[config.mk]
export PLATFORM = sky130hd
export DESIGN_NAME = smd_decode
export DESIGN_NICKNAME = d
export VERILOG_FILES = /design/src/hdl/smd_pkg.sv /design/src/hdl/smd_decode.sv /design/src/hdl/smd_flash_ctl.sv
export SDC_FILE = /design/constraint.sdc
export NUM_CORES = 1
export LEC_CHECK = 0
export ABC_AREA = 1
export BUFFER_PORTS_ARGS = -buffer_cell sky130_fd_sc_hd__buf_2
export CELL_PAD_IN_SITES_DETAIL_PLACEMENT = 0
export CELL_PAD_IN_SITES_GLOBAL_PLACEMENT = 1
export CORE_AREA = 2 2 130 132
export CTS_CLUSTER_SIZE = 16
export DETAILED_ROUTE_END_ITERATION = 8
export DIE_AREA = 0 0 132 134
export PLACE_DENSITY_LB_ADDON = 0.1
export SYNTH_ARGS = -nofsm -noshare
export SYNTH_HDL_FRONTEND = slang
export SYNTH_HIERARCHICAL = 1
export SYNTH_SLANG_ARGS = --single-unit
[constraint.sdc]
create_clock -name core_clk_i -period 2.7 [get_ports core_clk_i]
set_input_delay 0.27 -clock core_clk_i [delete_from_list [all_inputs] [get_ports core_clk_i]]
set_output_delay 0.27 -clock core_clk_i [all_outputs]
set_load 0.01 [all_outputs]
[src/hdl/smd_pkg.sv]
// package: constants for the stacked memory select decoder
package smd_pkg;
    localparam int ADDR_W = 16;
    localparam int DATA_W = 8;
    localparam int PAGE_W = 8;
    localparam logic [PAGE_W-1:0] PAGE_RESET = 8'h00;
    localparam int MAIN_SECTORS = 8;
    localparam int SEC_SECTORS = 4;
    localparam int WIN_BYTES = 256;
    localparam int WIN_REGS = 39;
    // window offsets used by this block
    localparam logic [7:0] OFS_PAGE = 8'he0;
    localparam logic [7:0] OFS_MCELL_LO = 8'h20;
    localparam logic [7:0] OFS_MCELL_HI = 8'h21;
    localparam logic [7:0] OFS_WP_MAIN = 8'hc0;
    localparam logic [7:0] OFS_WP_SEC = 8'hc2;
    localparam logic [7:0] OFS_FLASH_STAT = 8'hc4;
    // flash command bytes (data on write cycle into a flash select)
    localparam logic [7:0] CMD_SECTOR_ERASE = 8'h30;
    localparam logic [7:0] CMD_BULK_ERASE = 8'h10;
    localparam logic [7:0] CMD_PROGRAM = 8'ha0;
    // time each flash operation stays busy, in cycles
    localparam int ERASE_NS = 4000;
    localparam int CLK_NS = 8;
    localparam int ERASE_CYC = (ERASE_NS + CLK_NS - 1) / CLK_NS;
    localparam int PROG_NS = 400;
    localparam int PROG_CYC = (PROG_NS + CLK_NS - 1) / CLK_NS;
    localparam int BUSY_W = 12;
    typedef enum logic [1:0] {SMD_SPACE_NONE, SMD_SPACE_PROG, SMD_SPACE_DATA} smd_space_e;
endpackage
[src/hdl/smd_decode.sv]
// top: multiplexed-bus memory select decoder with flash and window control
//
// Behaviour
// - 16-bit multiplexed address/data bus with legacy strobes; prefetch stays on host.
// - reset from host active-low reset; forwardable to logic pin, either polarity.
// - host bus reads and writes the logic macrocells a byte at a time, low byte and high byte.
// - two flash arrays independent; fetch from one while other erases/programs.
// - each array accepts single-sector or whole-array erase.
// - per-sector write protect makes host writes to that sector ignored.
// - each flash array enters standby when neither accessed nor busy erasing/programming.
// - main flash equal sectors, one select each, only in its configured range.
// - main sectors map to program space or data space with matching strobes.
// - secondary flash four equal sectors, one select each, in own range.
// - secondary sectors map to program or data space with matching strobes.
// - SRAM one select, data space only, read/write strobes.
// - 256-byte control window selected at configurable base.
// - control window always data space, never program fetch.
// - window registers addressed by offset; only some locations implemented.
// - 8-bit page register clears to zero at reset, feeds decoder.
`timescale 1ns/100ps
module smd_decode #(
    parameter int MAIN_N = smd_pkg::MAIN_SECTORS,
    parameter int MAIN_SZ_W = 14,
    parameter logic [MAIN_N*24-1:0] MAIN_BASE = '0,
    parameter logic [MAIN_N-1:0] MAIN_IN_DATA = '0,
    parameter logic [smd_pkg::SEC_SECTORS*24-1:0] SEC_BASE = '0,
    parameter logic [smd_pkg::SEC_SECTORS-1:0] SEC_IN_DATA = '0,
    parameter int SEC_SZ_W = 13,
    parameter logic [23:0] SRAM_BASE = 24'h000000,
    parameter int SRAM_SZ_W = 12,
    parameter logic [15:0] WIN_BASE = 16'hff00,
    parameter logic RST_OUT_HIGH = 1'b0
) (
    input wire logic core_clk_i,
    input wire logic reset_n_i,
    input wire logic [15:0] ad_i,
    output logic [15:0] ad_o,
    output logic [15:0] ad_oe_o,
    input wire logic ale_i,
    input wire logic rd_n_i,
    input wire logic wr_n_i,
    input wire logic program_fetch_strobe_n_i,
    output logic [MAIN_N-1:0] main_flash_sector_select_o,
    output logic [smd_pkg::SEC_SECTORS-1:0] secondary_flash_sector_select_o,
    output logic sram_select_o,
    output logic window_select_o,
    output logic [smd_pkg::PAGE_W-1:0] page_o,
    output logic [15:0] mcell_o,
    output logic rst_out_o,
    output logic main_standby_o,
    output logic sec_standby_o,
    output logic main_busy_o,
    output logic sec_busy_o,
    output logic [MAIN_N-1:0] main_erase_o,
    output logic [smd_pkg::SEC_SECTORS-1:0] sec_erase_o
);
    // lowest set bit only, so overlapping ranges still give one select
    function automatic logic [31:0] lowest_one(input logic [31:0] v);
        return v & ~(v - 32'h1);
    endfunction

    function automatic logic in_range(input logic [23:0] a, input logic [23:0] base,
                                      input int sz_w);
        logic [23:0] msk;
        msk = ~((24'h1 << sz_w) - 24'h1);
        return (a & msk) == (base & msk);
    endfunction

    logic [15:0] addr_q;
    logic [smd_pkg::PAGE_W-1:0] page_q;
    logic [15:0] mcell_q;
    logic [MAIN_N-1:0] wp_main_q;
    logic [smd_pkg::SEC_SECTORS-1:0] wp_sec_q;
    logic [MAIN_N-1:0] fs_q;
    logic [smd_pkg::SEC_SECTORS-1:0] cs_q;
    logic rs_q, win_q, rst_q;
    logic [7:0] rdata_q;
    logic drive_q;
    logic wr_n_q;
    logic main_busy, sec_busy, main_sb, sec_sb, prog_m, prog_s;
    logic [MAIN_N-1:0] main_er;
    logic [smd_pkg::SEC_SECTORS-1:0] sec_er;

    // address latched on ALE; page extends it
    wire [23:0] full_addr = {page_q, addr_q};
    wire fetch = !program_fetch_strobe_n_i;
    wire data_cyc = !rd_n_i || !wr_n_i;
    wire wr_edge = !wr_n_i && wr_n_q;
    wire [7:0] wdata = ad_i[7:0];
    wire win_hit = data_cyc && addr_q[15:8] == WIN_BASE[15:8];
    wire [7:0] win_ofs = addr_q[7:0];

    logic [MAIN_N-1:0] fs_raw;
    logic [smd_pkg::SEC_SECTORS-1:0] cs_raw;
    for (genvar i = 0; i < MAIN_N; i++) begin : g_main
        assign fs_raw[i] = in_range(full_addr, MAIN_BASE[i*24 +: 24], MAIN_SZ_W) &&
                           (MAIN_IN_DATA[i] ? data_cyc : fetch);
    end
    for (genvar j = 0; j < smd_pkg::SEC_SECTORS; j++) begin : g_sec
        assign cs_raw[j] = in_range(full_addr, SEC_BASE[j*24 +: 24], SEC_SZ_W) &&
                           (SEC_IN_DATA[j] ? data_cyc : fetch);
    end
    wire rs_raw = data_cyc && in_range(full_addr, SRAM_BASE, SRAM_SZ_W);

    // priority: window, sram, secondary, main; only one passes
    wire [MAIN_N-1:0] fs_pick = MAIN_N'(lowest_one(32'(fs_raw)));
    wire [smd_pkg::SEC_SECTORS-1:0] cs_pick = smd_pkg::SEC_SECTORS'(lowest_one(32'(cs_raw)));
    wire rs_ok = rs_raw && !win_hit;
    wire cs_ok = !win_hit && !rs_raw;
    wire fs_ok = cs_ok && cs_raw == '0;
    wire [MAIN_N-1:0] fs_d = fs_ok ? fs_pick : '0;
    wire [smd_pkg::SEC_SECTORS-1:0] cs_d = cs_ok ? cs_pick : '0;

    wire win_wr = win_hit && wr_edge;
    wire win_rd = win_hit && !rd_n_i;
    logic [7:0] rdata_d;
    always_comb begin
        unique case (win_ofs)
            smd_pkg::OFS_PAGE: rdata_d = page_q;
            smd_pkg::OFS_MCELL_LO: rdata_d = mcell_q[7:0];
            smd_pkg::OFS_MCELL_HI: rdata_d = mcell_q[15:8];
            smd_pkg::OFS_WP_MAIN: rdata_d = 8'(wp_main_q);
            smd_pkg::OFS_WP_SEC: rdata_d = 8'(wp_sec_q);
            smd_pkg::OFS_FLASH_STAT: rdata_d = {4'h0, sec_sb, main_sb, sec_busy, main_busy};
            default: rdata_d = 8'h00;
        endcase
    end

    // address held from the latch cycle through the strobe phase
    always_ff @(posedge core_clk_i) begin
        if (!reset_n_i) begin
            addr_q <= 16'h0000;
        end else if (ale_i) begin
            addr_q <= ad_i;
        end
    end

    // last write strobe level, so a long write acts only once
    always_ff @(posedge core_clk_i) begin
        if (!reset_n_i) begin
            wr_n_q <= 1'b1;
        end else begin
            wr_n_q <= wr_n_i;
        end
    end

    // one write strobe per writable window byte; flash status and other offsets drop writes
    wire wr_page = win_wr && win_ofs == smd_pkg::OFS_PAGE;
    wire wr_mlo = win_wr && win_ofs == smd_pkg::OFS_MCELL_LO;
    wire wr_mhi = win_wr && win_ofs == smd_pkg::OFS_MCELL_HI;
    wire wr_wpm = win_wr && win_ofs == smd_pkg::OFS_WP_MAIN;
    wire wr_wps = win_wr && win_ofs == smd_pkg::OFS_WP_SEC;

    always_ff @(posedge core_clk_i) begin
        if (!reset_n_i) begin
            page_q <= smd_pkg::PAGE_RESET;
        end else if (wr_page) begin
            page_q <= wdata;
        end
    end

    always_ff @(posedge core_clk_i) begin
        if (!reset_n_i) begin
            mcell_q[7:0] <= 8'h00;
        end else if (wr_mlo) begin
            mcell_q[7:0] <= wdata;
        end
    end

    always_ff @(posedge core_clk_i) begin
        if (!reset_n_i) begin
            mcell_q[15:8] <= 8'h00;
        end else if (wr_mhi) begin
            mcell_q[15:8] <= wdata;
        end
    end

    always_ff @(posedge core_clk_i) begin
        if (!reset_n_i) begin
            wp_main_q <= '0;
        end else if (wr_wpm) begin
            wp_main_q <= wdata[MAIN_N-1:0];
        end
    end

    always_ff @(posedge core_clk_i) begin
        if (!reset_n_i) begin
            wp_sec_q <= '0;
        end else if (wr_wps) begin
            wp_sec_q <= wdata[smd_pkg::SEC_SECTORS-1:0];
        end
    end

    always_ff @(posedge core_clk_i) begin
        if (!reset_n_i) begin
            fs_q <= '0;
            cs_q <= '0;
            rs_q <= 1'b0;
            win_q <= 1'b0;
        end else begin
            fs_q <= fs_d;
            cs_q <= cs_d;
            rs_q <= rs_ok;
            win_q <= win_hit;
        end
    end

    // window read data and bus drive, both one cycle after the strobe
    always_ff @(posedge core_clk_i) begin
        if (!reset_n_i) begin
            rdata_q <= 8'h00;
            drive_q <= 1'b0;
        end else begin
            rdata_q <= rdata_d;
            drive_q <= win_rd;
        end
    end

    // forwarded reset, released one edge after the host reset
    always_ff @(posedge core_clk_i) begin
        if (!reset_n_i) begin
            rst_q <= RST_OUT_HIGH;
        end else begin
            rst_q <= !RST_OUT_HIGH;
        end
    end

    // each array runs on its own sequencer
    smd_flash_ctl #(.SECTORS(MAIN_N)) u_main (
        .core_clk_i(core_clk_i),
        .reset_n_i(reset_n_i),
        .sel_i(fs_d),
        .wr_i(wr_edge),
        .access_i(fs_d != '0),
        .data_i(wdata),
        .wp_i(wp_main_q),
        .busy_o(main_busy),
        .standby_o(main_sb),
        .erase_o(main_er),
        .prog_o(prog_m)
    );
    smd_flash_ctl #(.SECTORS(smd_pkg::SEC_SECTORS)) u_sec (
        .core_clk_i(core_clk_i),
        .reset_n_i(reset_n_i),
        .sel_i(cs_d),
        .wr_i(wr_edge),
        .access_i(cs_d != '0),
        .data_i(wdata),
        .wp_i(wp_sec_q),
        .busy_o(sec_busy),
        .standby_o(sec_sb),
        .erase_o(sec_er),
        .prog_o(prog_s)
    );

    logic main_busy_q, sec_busy_q;
    logic [MAIN_N-1:0] main_er_q;
    logic [smd_pkg::SEC_SECTORS-1:0] sec_er_q;
    always_ff @(posedge core_clk_i) begin
        if (!reset_n_i) begin
            main_busy_q <= 1'b0;
            main_er_q <= '0;
        end else begin
            main_busy_q <= main_busy || prog_m;
            main_er_q <= main_er;
        end
    end

    always_ff @(posedge core_clk_i) begin
        if (!reset_n_i) begin
            sec_busy_q <= 1'b0;
            sec_er_q <= '0;
        end else begin
            sec_busy_q <= sec_busy || prog_s;
            sec_er_q <= sec_er;
        end
    end

    assign main_flash_sector_select_o = fs_q;
    assign secondary_flash_sector_select_o = cs_q;
    assign sram_select_o = rs_q;
    assign window_select_o = win_q;
    assign page_o = page_q;
    assign mcell_o = mcell_q;
    assign rst_out_o = rst_q;
    assign main_standby_o = main_sb;
    assign sec_standby_o = sec_sb;
    assign main_busy_o = main_busy_q;
    assign sec_busy_o = sec_busy_q;
    assign main_erase_o = main_er_q;
    assign sec_erase_o = sec_er_q;
    assign ad_o = {8'h00, rdata_q};
    assign ad_oe_o = {8'h00, {8{drive_q}}};
endmodule // smd_decode

[src/hdl/smd_flash_ctl.sv]
// per-array flash sequencer: erase/program busy tracking and standby
`timescale 1ns/100ps
module smd_flash_ctl #(
    parameter int SECTORS = 8
) (
    input wire logic core_clk_i,
    input wire logic reset_n_i,
    input wire logic [SECTORS-1:0] sel_i,
    input wire logic wr_i,
    input wire logic access_i,
    input wire logic [7:0] data_i,
    input wire logic [SECTORS-1:0] wp_i,
    output logic busy_o,
    output logic standby_o,
    output logic [SECTORS-1:0] erase_o,
    output logic prog_o
);
    logic [smd_pkg::BUSY_W-1:0] cnt_q, cnt_d;
    logic [SECTORS-1:0] erase_q, erase_d;
    logic prog_q, prog_d;
    logic standby_q;
    wire hit = |(sel_i & ~wp_i);
    wire wr_ok = wr_i && hit && (cnt_q == '0);
    wire is_bulk = wr_ok && data_i == smd_pkg::CMD_BULK_ERASE;
    wire is_sect = wr_ok && data_i == smd_pkg::CMD_SECTOR_ERASE;
    wire is_prog = wr_ok && data_i == smd_pkg::CMD_PROGRAM;
    always_comb begin
        cnt_d = (cnt_q != '0) ? cnt_q - 1'b1 : cnt_q;
        erase_d = (cnt_q > 1) ? erase_q : '0;
        prog_d = (cnt_q > 1) ? prog_q : 1'b0;
        if (is_bulk) begin
            cnt_d = smd_pkg::BUSY_W'(smd_pkg::ERASE_CYC);
            erase_d = ~wp_i;
        end else if (is_sect) begin
            cnt_d = smd_pkg::BUSY_W'(smd_pkg::ERASE_CYC);
            erase_d = sel_i & ~wp_i;
        end else if (is_prog) begin
            cnt_d = smd_pkg::BUSY_W'(smd_pkg::PROG_CYC);
            prog_d = 1'b1;
        end
    end
    always_ff @(posedge core_clk_i) begin
        if (!reset_n_i) begin
            cnt_q <= '0;
            erase_q <= '0;
            prog_q <= 1'b0;
            standby_q <= 1'b1;
        end else begin
            cnt_q <= cnt_d;
            erase_q <= erase_d;
            prog_q <= prog_d;
            standby_q <= !(access_i || cnt_d != '0);
        end
    end
    assign busy_o = cnt_q != '0;
    assign standby_o = standby_q;
    assign erase_o = erase_q;
    assign prog_o = prog_q;
endmodule // smd_flash_ctl

==> results of run 1 <==
==> worst max-delay path by stage <==
stage / to / slack (ps)
6_report: u_main/erase_o[3] / 300
5_1_grt: u_main/erase_o[3] / 90
4_1_cts: u_main/erase_o[3] / 330
3_5_place_dp: u_main/erase_o[3] / 360
3_3_place_gp: u_main/erase_o[3] / 420
2_1_floorplan: u_main/erase_o[0] / 730
==> state kept, by name (all words and copies together) (netlist names), 4 cells and up <==
register	count
wp_sec_q	4
mcell_o	16
page_o	8
u_sec/erase_o	4
wp_main_q	8
main_erase_o	8
rdata_q	8
addr_q	16
u_main/erase_o	8
sec_erase_o	4
u_sec/cnt_q	12
u_main/cnt_q	12
==> power by group through the flow <==
| stage | Sequential, mW | Clock, mW | Combinational (mW) |
|---|---|---|---|
| floorplan | 2.11 | 0 | 1.67 |
| global placement | 2.14 | 0 | 2.09 |
| detailed placement | 2.14 | 0 | 2.08 |
| CTS | 2.10 | 2.37 | 2.11 |
| global route | 2.12 | 2.47 | 2.36 |
| finish | 2.10 | 2.33 | 2.08 |
==> cell type report <==
type / count / area share, %
clock buffer: 20 / 6.07
clock inverter: 12 / 1.98
inverter: 105 / 5.27
multi-input combinational: 687 / 44.9
sequential: 121 / 32.2
tap: 220 / 3.66
timing repair buffer: 87 / 5.95
==> layout by cell type, fill, tap and decap left out, drive strengths merged, types with 7 or more instances in the layout <==
| master | count |
|---|---|
| inv | 102 |
| xor2 | 7 |
| a21oi | 26 |
| xnor2 | 8 |
| conb | 46 |
| clkbuf | 20 |
| nand4 | 42 |
| nand2 | 224 |
| dfxtp | 121 |
| o21ai | 23 |
| nand3 | 72 |
| clkinv | 8 |
| buf | 87 |
| nor2 | 210 |
==> cells by family after synthesis <==
family | Yosys count | synth area share, %
buffers and inverters | 164 | 12.6
and+or+nand+nor | 564 | 41.9
DFF | 121 | 37.6
other | 1 | 0.0582
AOI/OAI and AO/OA | 56 | 4.70
xor gates and xnor gates | 15 | 2.04
adders and majority gates | 6 | 1.17
==> per-layer routing <==
layer / track usage, % / routed length, um / vias up
met5: 0 / 0 / -
met4: 7.49 / 394 / 0
met3: 4.84 / 668 / 26
met2: 32.5 / 7980 / 132
met1: 26.8 / 8300 / 2511
li1: - / - / 3034
==> worst register-to-register path, cell delays in order, from the launching register on <==
cell     delay [ps]
dfxtp_1         330
or2_2           300
nor2_1          100
nand2_1         120
nor2_1          300
nand2_1          90
nand2_1          70
nor2_1           40
nand2_1         140
nand2_1         160
nor3b_4         410
nand2_1          90
nand3_1          80
nand2_1          50
inv_1            60
==> per-stage QoR <==
stage | setup WS, ps | cell area [um2] | std cells | hold slack (ps) | utilization, %
2_1_floorplan | 727 | 6610 | 972 | 298 | -
3_3_place_gp | 423 | 6920 | 1220 | 425 | 42.5
3_5_place_dp | 356 | 6920 | 1220 | 431 | 42.5
4_1_cts | 330 | 7530 | 1252 | 57.5 | 46.2
5_1_grt | 94.2 | 7530 | 1252 | 65.3 | 46.2
6_report | 303 | 7530 | 1252 | 68.2 | 46.2
==> qor.txt, run 1 <==
======================================================================================================
Cell type with the highest aggregate area in the netlist                                       dfxtp_1
Most repeated library cell on the critical path                                                nand2_1
Wire length of the first global-routing pass                                                   28.3 mm
Number of H-tree levels                                                                              4
Timing startpoint of the critical path                                                       page_o[2]
Final setup violation count                                                                          0
Area fraction of the dominant cell type after synthesis                                          37.6%
Worst Hold Depth                                                                                     2
TritonCTS clock tree                                                                              done
Core ar.                                                                                     16300 um2
Power consumption                                                                              6.51 mW
Instance count of the mapped netlist                                                               927
Number of enable flip-flop cells after synthesis                                                     0
Final net count                                                                                   1047
Starting density of the core                                                                     39.5%
Run status                                                                                   completed
Remaining antenna violation count after routing                                                      0
Power per unit of standard cell area                                                        865 nW/um2
Logic depth of the worst setup path including buffers                                               14
Residual DRC count                                                                                   0
Maximum achievable frequency                                                                   417 MHz
Register area                                                                                 2420 um2
Clock Skew                                                                                     8.02 ps
Pin count of the biggest net entering global routing                                                55
Layout cell share with drive strength beyond 1                                                   17.7%
Sink count of the clock tree                                                                       121
Flops & latches, synth                                                                             121
Clock network fraction of design power                                                           35.8%
All-Layer GR Usage                                                                               20.3%
Fraction of power consumed by sequential logic                                                   32.2%
Max Cap Viol                                                                                         0
Number of clock buffers inserted by TritonCTS                                                       17
Critical path required time                                                                    3060 ps
Net switching fraction of the power                                                              36.2%
Width of the die                                                                                132 um
DRC violation total after the first TritonRoute iteration                                          336
Crit path cell chain                                                                      or2_2 -> nor2_1 -> nand2_1 -> nor2_1 -> nand2_1 -> nand2_1 -> nor2_1 -> nand2_1 -> nand2_1 -> nor3b_4 -> nand2_1 -> nand3_1 -> nand2_1 -> inv_1
CP top delay family                                                                       simple AND/OR/NAND/NOR gates
Total of fill cells in the finished design                                                        1758
Number of buffers inserted by post-CTS setup repair                                                  0
Maximum fanout count along the critical path                                                         8
Crit Path Class                                                                           register to register
Worst hold path class                                                                     input pin to register
Max_slew headroom                                                                                55.7%
Summed negative setup slack over all endpoints                                                    0 ps
Static leakage power                                                                           3.81 nW
Type of element capturing the critical path                                                   register
Synthesis-to-finish area growth                                                                  16.9%
Cell with the largest stage delay on the worst path                                            nor3b_4
Root Buffer Master                                                                           clkbuf_16
Antenna Cells                                                                                        0
Number of hold buffers added after CTS                                                               0
Number of slew-limit violations in the final report                                                  0
Most frequent cells after synthesis                                                       213 x nand2_1, 181 x nor2_1, 121 x dfxtp_1, 91 x inv_1, 68 x nand3_1
Slew at the pin closest to its max-slew limit                                                   664 ps
Portion of the post-synthesis area used by sequential elements                                   37.6%
Number of buffer and inverter stages on the critical path                                            1
Net Switching                                                                                  2.36 mW
Buffer levels on the longest clock path                                                              2
Mean post-synth cell area                                                                     6.95 um2
Netlist area before placement                                                                 6440 um2
Internal power consumption                                                                     4.16 mW
Share of the cycle needed by the critical path after routing                                     88.8%
First-pass iteration count of the detailed router                                                    6
Area taken by multi-input logic gates                                                         3380 um2
I/O Pins                                                                                           109
Post-CTS resize count                                                                                0
End of the worst hold path                                                                     drive_q
Buffers on Ports                                                                                    82
Routed wire length per instance                                                                13.8 um
Startpoint of the worst register-to-register path                                            page_o[2]
Flop-to-flop setup slack                                                                        300 ps
Hold Violations, Final                                                                               0
Standard-cell rows                                                                                  47
Clk_lat worst skew                                                                              420 ps
Yosys cell types                                                                                    42
Max stage delay on crit path                                                                    410 ps
Setup repair after global routing missed its margin                                                 no
Gp weighted congestion                                                                           0.839
Worst flop-to-flop path endpoint                                                          u_main/erase_o[3]
Hpwl dp                                                                                        12.4 mm
Vert. Die Dim                                                                                   134 um
Beginning of the worst hold path                                                                rd_n_i
Number of global-route vias before repair                                                         5329
Most frequently used flop master after synthesis                                               dfxtp_1
VDD IR max                                                                                      433 uV
Most frequently used cell type in the post-synthesis netlist                                   nand2_1
Arrival time worst endpoint                                                                    2760 ps
Worst reg2reg path depth                                                                            14
Async S/R FF share, synth                                                                           0%
Area contributors post-synth                                                              dfxtp_1 38%, nand2_1 12%, nor2_1 11%, inv_1 5.3%, nand3_1 5.3%
Min cycle time layout                                                                          2400 ps
Combinational share of power                                                                     32.0%
Vias after detailed routing                                                                       5703
Type of origin of the critical path                                                           register
Clock transition at the register clock pins on the worst setup and hold paths after CTS          60 ps
Avg Vias per Cell                                                                                 4.56
Total number of yosys warnings                                                                       6
Final WL                                                                                       17.3 mm
Die ar.                                                                                      17700 um2
Initial antenna violation count                                                                      0
Congestion Overflow GR                                                                               0
======================================================================================================
(Power assumes the default switching activity.)
==> run 2, diff against run 1 <==
==> constraint.sdc (replaced) <==
create_clock -name core_clk_i -period 2.4 [get_ports core_clk_i]
set_input_delay 0.24 -clock core_clk_i [delete_from_list [all_inputs] [get_ports core_clk_i]]
set_output_delay 0.24 -clock core_clk_i [all_outputs]
set_load 0.01 [all_outputs]
==> qor.txt, run 2 (synthesis gave the netlist of run 1 again) <==
======================================================================================================
Run status                                                                                   completed
Number of buffers inserted by post-CTS setup repair                                                  0   unchanged
Pin count of the biggest net entering global routing                                                37   -33%
Number of global-route vias before repair                                                         5305   -0.45%
Max_slew headroom                                                                                58.3%   +2.6 points
Residual DRC count                                                                                   0   unchanged
Wire length of the first global-routing pass                                                   28.3 mm   about the same
Routed wire length per instance                                                                13.9 um   +0.28%
Avg Vias per Cell                                                                                 4.58   +0.46%
Clock Skew                                                                                     6.76 ps   -1.25 ps
Net Switching                                                                                  2.61 mW   +11%
Final net count                                                                                   1050   +0.29%
TritonCTS clock tree                                                                              done
Vias after detailed routing                                                                       5743   +0.70%
Clk_lat worst skew                                                                              420 ps   about the same
Startpoint of the worst register-to-register path                                            page_o[2]
Static leakage power                                                                           3.82 nW   +0.47%
Crit Path Class                                                                           register to register
Number of hold buffers added after CTS                                                               0   unchanged
Antenna Cells                                                                                        0   unchanged
Cell with the largest stage delay on the worst path                                            dfxtp_1
Type of element capturing the critical path                                                   register
Internal power consumption                                                                     4.63 mW   +11%
Type of origin of the critical path                                                           register
Buffer levels on the longest clock path                                                              2   unchanged
Combinational share of power                                                                     32.3%   +0.3 points
All-Layer GR Usage                                                                               20.4%   +0.064 points
Sink count of the clock tree                                                                       121   unchanged
Register area                                                                                 2420 um2   unchanged
Arrival time worst endpoint                                                                    2520 ps   -240 ps
Synthesis-to-finish area growth                                                                  17.2%
Net switching fraction of the power                                                              36.1%   -0.12 points
Fraction of power consumed by sequential logic                                                   32.6%   +0.4 points
Power per unit of standard cell area                                                        958 nW/um2   +11%
Clock transition at the register clock pins on the worst setup and hold paths after CTS          50 ps   about the same
Leading cell type in the layout, fill and taps excluded                                        nand2_1
Width of the die                                                                                132 um   unchanged
Congestion Overflow GR                                                                               0   unchanged
Area taken by multi-input logic gates                                                         3400 um2   +0.59%
Number of clock buffers inserted by TritonCTS                                                       17   unchanged
Standard-cell rows                                                                                  47   unchanged
Final setup violation count                                                                          0   unchanged
Number of H-tree levels                                                                              4   unchanged
Maximum achievable frequency                                                                   464 MHz   +11%
Number of slew-limit violations in the final report                                                  0   unchanged
Vert. Die Dim                                                                                   134 um   unchanged
Buffers on Ports                                                                                    82   unchanged
Critical path required time                                                                    2770 ps   -290 ps
Timing startpoint of the critical path                                                       page_o[2]
Worst hold path class                                                                     input pin to register
Die ar.                                                                                      17700 um2   unchanged
Hold Violations, Final                                                                               0   unchanged
Share of the cycle needed by the critical path after routing                                     89.7%   +0.96 points
Remaining antenna violation count after routing                                                      0   unchanged
DRC violation total after the first TritonRoute iteration                                          302   -10%
Commonest non-fill, non-tap cells in the layout                                           212 x nand2_1, 177 x nor2_1, 121 x dfxtp_1, 91 x inv_1, 82 x buf_2
First-pass iteration count of the detailed router                                                    7   +1
Total of fill cells in the finished design                                                        1791   +1.9%
Setup repair after global routing missed its margin                                                 no
Maximum fanout count along the critical path                                                        10   +2
Final WL                                                                                       17.4 mm   +0.52%
Post-CTS resize count                                                                                0   unchanged
Max stage delay on crit path                                                                    330 ps   -80 ps
VDD IR max                                                                                      461 uV   +6.5%
Starting density of the core                                                                     39.5%   unchanged
Initial antenna violation count                                                                      0   unchanged
Final Util                                                                                       46.4%   +0.13 points
I/O Pins                                                                                           109   unchanged
Hpwl dp                                                                                        12.7 mm   +1.8%
Worst hold slack                                                                               38.1 ps   -30.1 ps
Layout cell share with drive strength beyond 1                                                   18.3%   +0.53 points
Most repeated library cell on the critical path                                                nand2_1
Min cycle time layout                                                                          2150 ps   -243 ps
Clock network fraction of design power                                                           35.0%   -0.8 points
Root Buffer Master                                                                           clkbuf_16
Max Cap Viol                                                                                         0   unchanged
Number of placed instances with taps included                                                     1223   +0.25%
Crit path cell chain                                                                      or2_2 -> nor2_1 -> nand2_1 -> nor2_1 -> nand3_1 -> inv_1 -> nand2_1 -> nand2_1 -> nor2_1 -> nor2_2 -> nand3_4 -> nand2_2 -> nand2_2 -> nor3_2 -> nand2_1 -> nand2_1
Core ar.                                                                                     16300 um2   unchanged
Slew at the pin closest to its max-slew limit                                                   625 ps   -38.7 ps
Final std cells w/o fill                                                                          1255   +0.24%
Gp weighted congestion                                                                           0.819   -2.4%
Summed negative setup slack over all endpoints                                                    0 ps   unchanged
Beginning of the worst hold path                                                              ad_i[10]
======================================================================================================
==> run 2: cell count changes in the layout (fill, tap and decap cells not counted), sizes merged <==
cell,change
clkinvlp,-3
bufinv,-1
buf,+3
clkbuf,+4
==> run 2: power groups by stage <==
stage          sequential [mW]  combinational, mW  clock (mW)
2_1_floorplan             2.38               1.88           0
3_3_place_gp              2.41               2.36           0
3_5_place_dp              2.41               2.34           0
4_1_cts                   2.36               2.35        2.58
5_1_grt                   2.39               2.69        2.68
6_report                  2.36               2.34        2.54
==> run 2: critical path: cells and delay by family, from the launching register on <==
family | cells | cell delay (ps)
buffers and inverters | 1 | 120
and+or+nand+nor | 15 | 1660
DFF | 1 | 330
==> run 2: path summary, 6_finish.rpt <==
kind / end / slack, ps / depth (start not counted)
worst max-delay path: u_sec/standby_o / 250 / 16
worst min-delay path: addr_q[10] / 40 / 3
worst max register to register: u_sec/standby_o / 250 / 16
worst min register to register: main_erase_o[1] / 440 / 2
==> run 2: final cells by class <==
| class | count | share of cell area, % |
|---|---|---|
| multi-input combinational | 687 | 45.1 |
| sequential | 121 | 32.1 |
| tap | 220 | 3.65 |
| timing repair buffer | 90 | 6.23 |
| inverter | 105 | 5.25 |
| clock buffer | 24 | 6.51 |
| clock inverter | 8 | 1.23 |
==> run 2: layer usage <==
metal  global-route usage (%)  part of all wire (%)  vias up
met5                        0                     0        -
met2                     32.5                    45      131
met3                     3.89                   4.0       29
met4                     8.27                   2.5        0
met1                     27.2                    48     2550
li1                         -                     -     3033
==> run 2: through the flow <==
step / setup WS, ps / cell area (um2) / power, mW
4_1_cts: 154 / 7530 / 7.30
6_report: 246 / 7550 / 7.24
3_3_place_gp: 237 / 6950 / 4.76
2_1_floorplan: 427 / 6610 / 4.26
5_1_grt: 5.23 / 7550 / 7.75
3_5_place_dp: 171 / 6950 / 4.74
==> run 3, diff against run 2 <==
--- a/config.mk
+++ b/config.mk
@@ -9,10 +9,11 @@
 export BUFFER_PORTS_ARGS = -buffer_cell sky130_fd_sc_hd__buf_2
 export CELL_PAD_IN_SITES_DETAIL_PLACEMENT = 0
 export CELL_PAD_IN_SITES_GLOBAL_PLACEMENT = 1
-export CORE_AREA = 2 2 130 132
+export CORE_AREA = 2 2 126 128
 export CTS_CLUSTER_SIZE = 16
 export DETAILED_ROUTE_END_ITERATION = 8
-export DIE_AREA = 0 0 132 134
+export DIE_AREA = 0 0 128 130
+export GPL_TIMING_DRIVEN = 0
 export PLACE_DENSITY_LB_ADDON = 0.1
 export SYNTH_ARGS = -nofsm -noshare
 export SYNTH_HDL_FRONTEND = slang
==> constraint.sdc (replaced) <==
create_clock -name core_clk_i -period 2.7 [get_ports core_clk_i]
set_input_delay 0.27 -clock core_clk_i [delete_from_list [all_inputs] [get_ports core_clk_i]]
set_output_delay 0.27 -clock core_clk_i [all_outputs]
set_load 0.01 [all_outputs]
==> qor.txt, run 3 (synthesis gave the netlist of run 1 again) <==
======================================================================================================
Number of clock buffers inserted by TritonCTS                                                       17   unchanged
CP top delay family                                                                       simple AND/OR/NAND/NOR gates
Share of the cycle needed by the critical path after routing                                     89.4%   -0.37 points
Worst hold path class                                                                     input pin to register
Final std cells w/o fill                                                                          1278   +1.8%
Routed wire length per instance                                                                13.5 um   -2.7%
Critical path endpoint                                                                    u_main/erase_o[2]
Worst flop-to-flop path endpoint                                                          u_main/erase_o[2]
Number of global-route vias before repair                                                         5268   -0.70%
Pin count of the biggest net entering global routing                                                17   -54%
Hpwl dp                                                                                        13.0 mm   +2.7%
VDD IR max                                                                                      400 uV   -13%
Final setup violation count                                                                          0   unchanged
Total of fill cells in the finished design                                                        1620   -9.5%
Slew at the pin closest to its max-slew limit                                                   605 ps   -19.8 ps
Congestion Overflow GR                                                                               0   unchanged
Post-CTS resize count                                                                                0   unchanged
Core ar.                                                                                     15400 um2   -5.3%
Number of H-tree levels                                                                              4   unchanged
Power per unit of standard cell area                                                        836 nW/um2   -13%
TritonCTS clock tree                                                                              done
Min cycle time layout                                                                          2410 ps   +259 ps
I/O Pins                                                                                           109   unchanged
Startpoint of the worst register-to-register path                                            page_o[2]
Most repeated library cell on the critical path                                                nand2_1
Die ar.                                                                                      16600 um2   -5.9%
Layout cell share with drive strength beyond 1                                                   21.0%   +2.7 points
Final net count                                                                                   1101   +4.9%
Gp weighted congestion                                                                           0.821   +0.35%
Logic depth of the worst setup path including buffers                                               14   -2
First-pass iteration count of the detailed router                                                    5   -2
Vert. Die Dim                                                                                   130 um   -3.0%
Max stage delay on crit path                                                                    410 ps   +80 ps
Power consumption                                                                              6.61 mW   -8.7%
Vias after detailed routing                                                                       5886   +2.5%
Critical path required time                                                                    3070 ps   +300 ps
Buffer levels on the longest clock path                                                              2   unchanged
Clock transition at the register clock pins on the worst setup and hold paths after CTS          60 ps   about the same
Type of element capturing the critical path                                                   register
Antenna Cells                                                                                        0   unchanged
DRC violation total after the first TritonRoute iteration                                          399   +32%
Sink count of the clock tree                                                                       121   unchanged
Buffers on Ports                                                                                    82   unchanged
Max_slew headroom                                                                                59.7%   +1.4 points
Timing startpoint of the critical path                                                       page_o[2]
Final WL                                                                                       17.3 mm   -0.89%
Width of the die                                                                                128 um   -3.0%
Avg Vias per Cell                                                                                 4.61   +0.65%
Crit path cell chain                                                                      or2_2 -> nor2_1 -> nand2_1 -> nor2_2 -> nand2_1 -> nand2_1 -> nor2_1 -> nand2_1 -> nand2_1 -> nor3b_4 -> nand2_1 -> nand3_1 -> nand2_1 -> inv_1
Worst reg2reg path depth                                                                            14   -2
Number of buffers inserted by post-CTS setup repair                                                  0   unchanged
Number of hold buffers added after CTS                                                               0   unchanged
Hold Violations, Final                                                                               0   unchanged
Number of buffer and inverter stages on the critical path                                            1   unchanged
Residual DRC count                                                                                   0   unchanged
All-Layer GR Usage                                                                               21.4%   +1.0 points
Commonest non-fill, non-tap cells in the layout                                           213 x nand2_1, 179 x nor2_1, 121 x dfxtp_1, 91 x inv_1, 88 x buf_2
Clock Skew                                                                                     9.52 ps   +2.76 ps
Static leakage power                                                                           4.07 nW   +6.5%
Wire length of the first global-routing pass                                                   27.2 mm   -3.7%
Flop-to-flop setup slack                                                                        290 ps   +40 ps
Remaining antenna violation count after routing                                                      0   unchanged
Cell with the largest stage delay on the worst path                                            nor3b_4
Starting density of the core                                                                     41.8%   +2.2 points
Setup repair after global routing missed its margin                                                 no
Leading cell type in the layout, fill and taps excluded                                        nand2_1
Arrival time worst endpoint                                                                    2780 ps   +260 ps
Final Util                                                                                       51.2%   +4.9 points
Maximum fanout count along the critical path                                                         8   -2
Crit Path Class                                                                           register to register
Number of slew-limit violations in the final report                                                  0   unchanged
Run status                                                                                   completed
Number of placed instances with taps included                                                     1246   +1.9%
Maximum achievable frequency                                                                   414 MHz   -11%
Synthesis-to-finish area growth                                                                  22.6%
Max Cap Viol                                                                                         0   unchanged
Clk_lat worst skew                                                                              420 ps   about the same
Summed negative setup slack over all endpoints                                                    0 ps   unchanged
Type of origin of the critical path                                                           register
Standard-cell rows                                                                                  46   -2.1%
Initial antenna violation count                                                                      0   unchanged
Root Buffer Master                                                                           clkbuf_16
======================================================================================================
## run 3: worst min-delay path by stage
stage,start,end,slack (ps),cells after the start
after global routing,ad_i[14],addr_q[14],70,3
after global placement,u_main/erase_o[1],main_erase_o[1],430,2
after detailed placement,u_sec/erase_o[2],sec_erase_o[2],430,2
after CTS,ad_i[8],addr_q[8],60,3
final,ad_i[8],addr_q[8],70,3
after floorplan,reset_n_i,rst_out_o,300,0
## run 3: through the flow
step | hold WS, ps | worst slack [ps] | cell area [um2]
floorplan | 298 | 727 | 6610
global placement | 427 | 105 | 7260
detailed placement | 432 | 82.1 | 7260
CTS | 57.8 | 56.0 | 7890
global route | 73.5 | 56.2 | 7900
finish | 70.7 | 287 | 7900
## run 3: report_power, final
group	internal (mW)	leakage, nW	total [mW]	switching, mW
clock network	1.59	0.306	2.42	0.829
logic	0.746	2.78	2.10	1.35
registers	1.95	0.986	2.09	0.146
total	4.28	4.07	6.61	2.33
## run 3: area by class of cell
type	count	area (um2)	area share, %
sequential	121	2420	30.7
inverter	105	397	5.02
tap	192	240	3.04
timing repair buffer	82	410	5.19
clock buffer	20	457	5.78
clock inverter	12	173	2.19
multi-input combinational	687	3390	42.9
buffer	59	413	5.23
## run 3: per-layer routing
metal / global-route usage [%] / vias up / wire (um)
met2: 35.3 / 137 / 8070
li1: - / 3139 / -
met3: 3.94 / 20 / 715
met1: 27.9 / 2590 / 8230
met5: 0 / - / 0
met4: 8.66 / 0 / 260
## run 3: worst register-to-register path: cells and delay by family, from the launching register on
kind | cells | cell delay (ps)
buffers and inverters | 1 | 50
DFF | 1 | 350
and+or+nand+nor | 13 | 1960
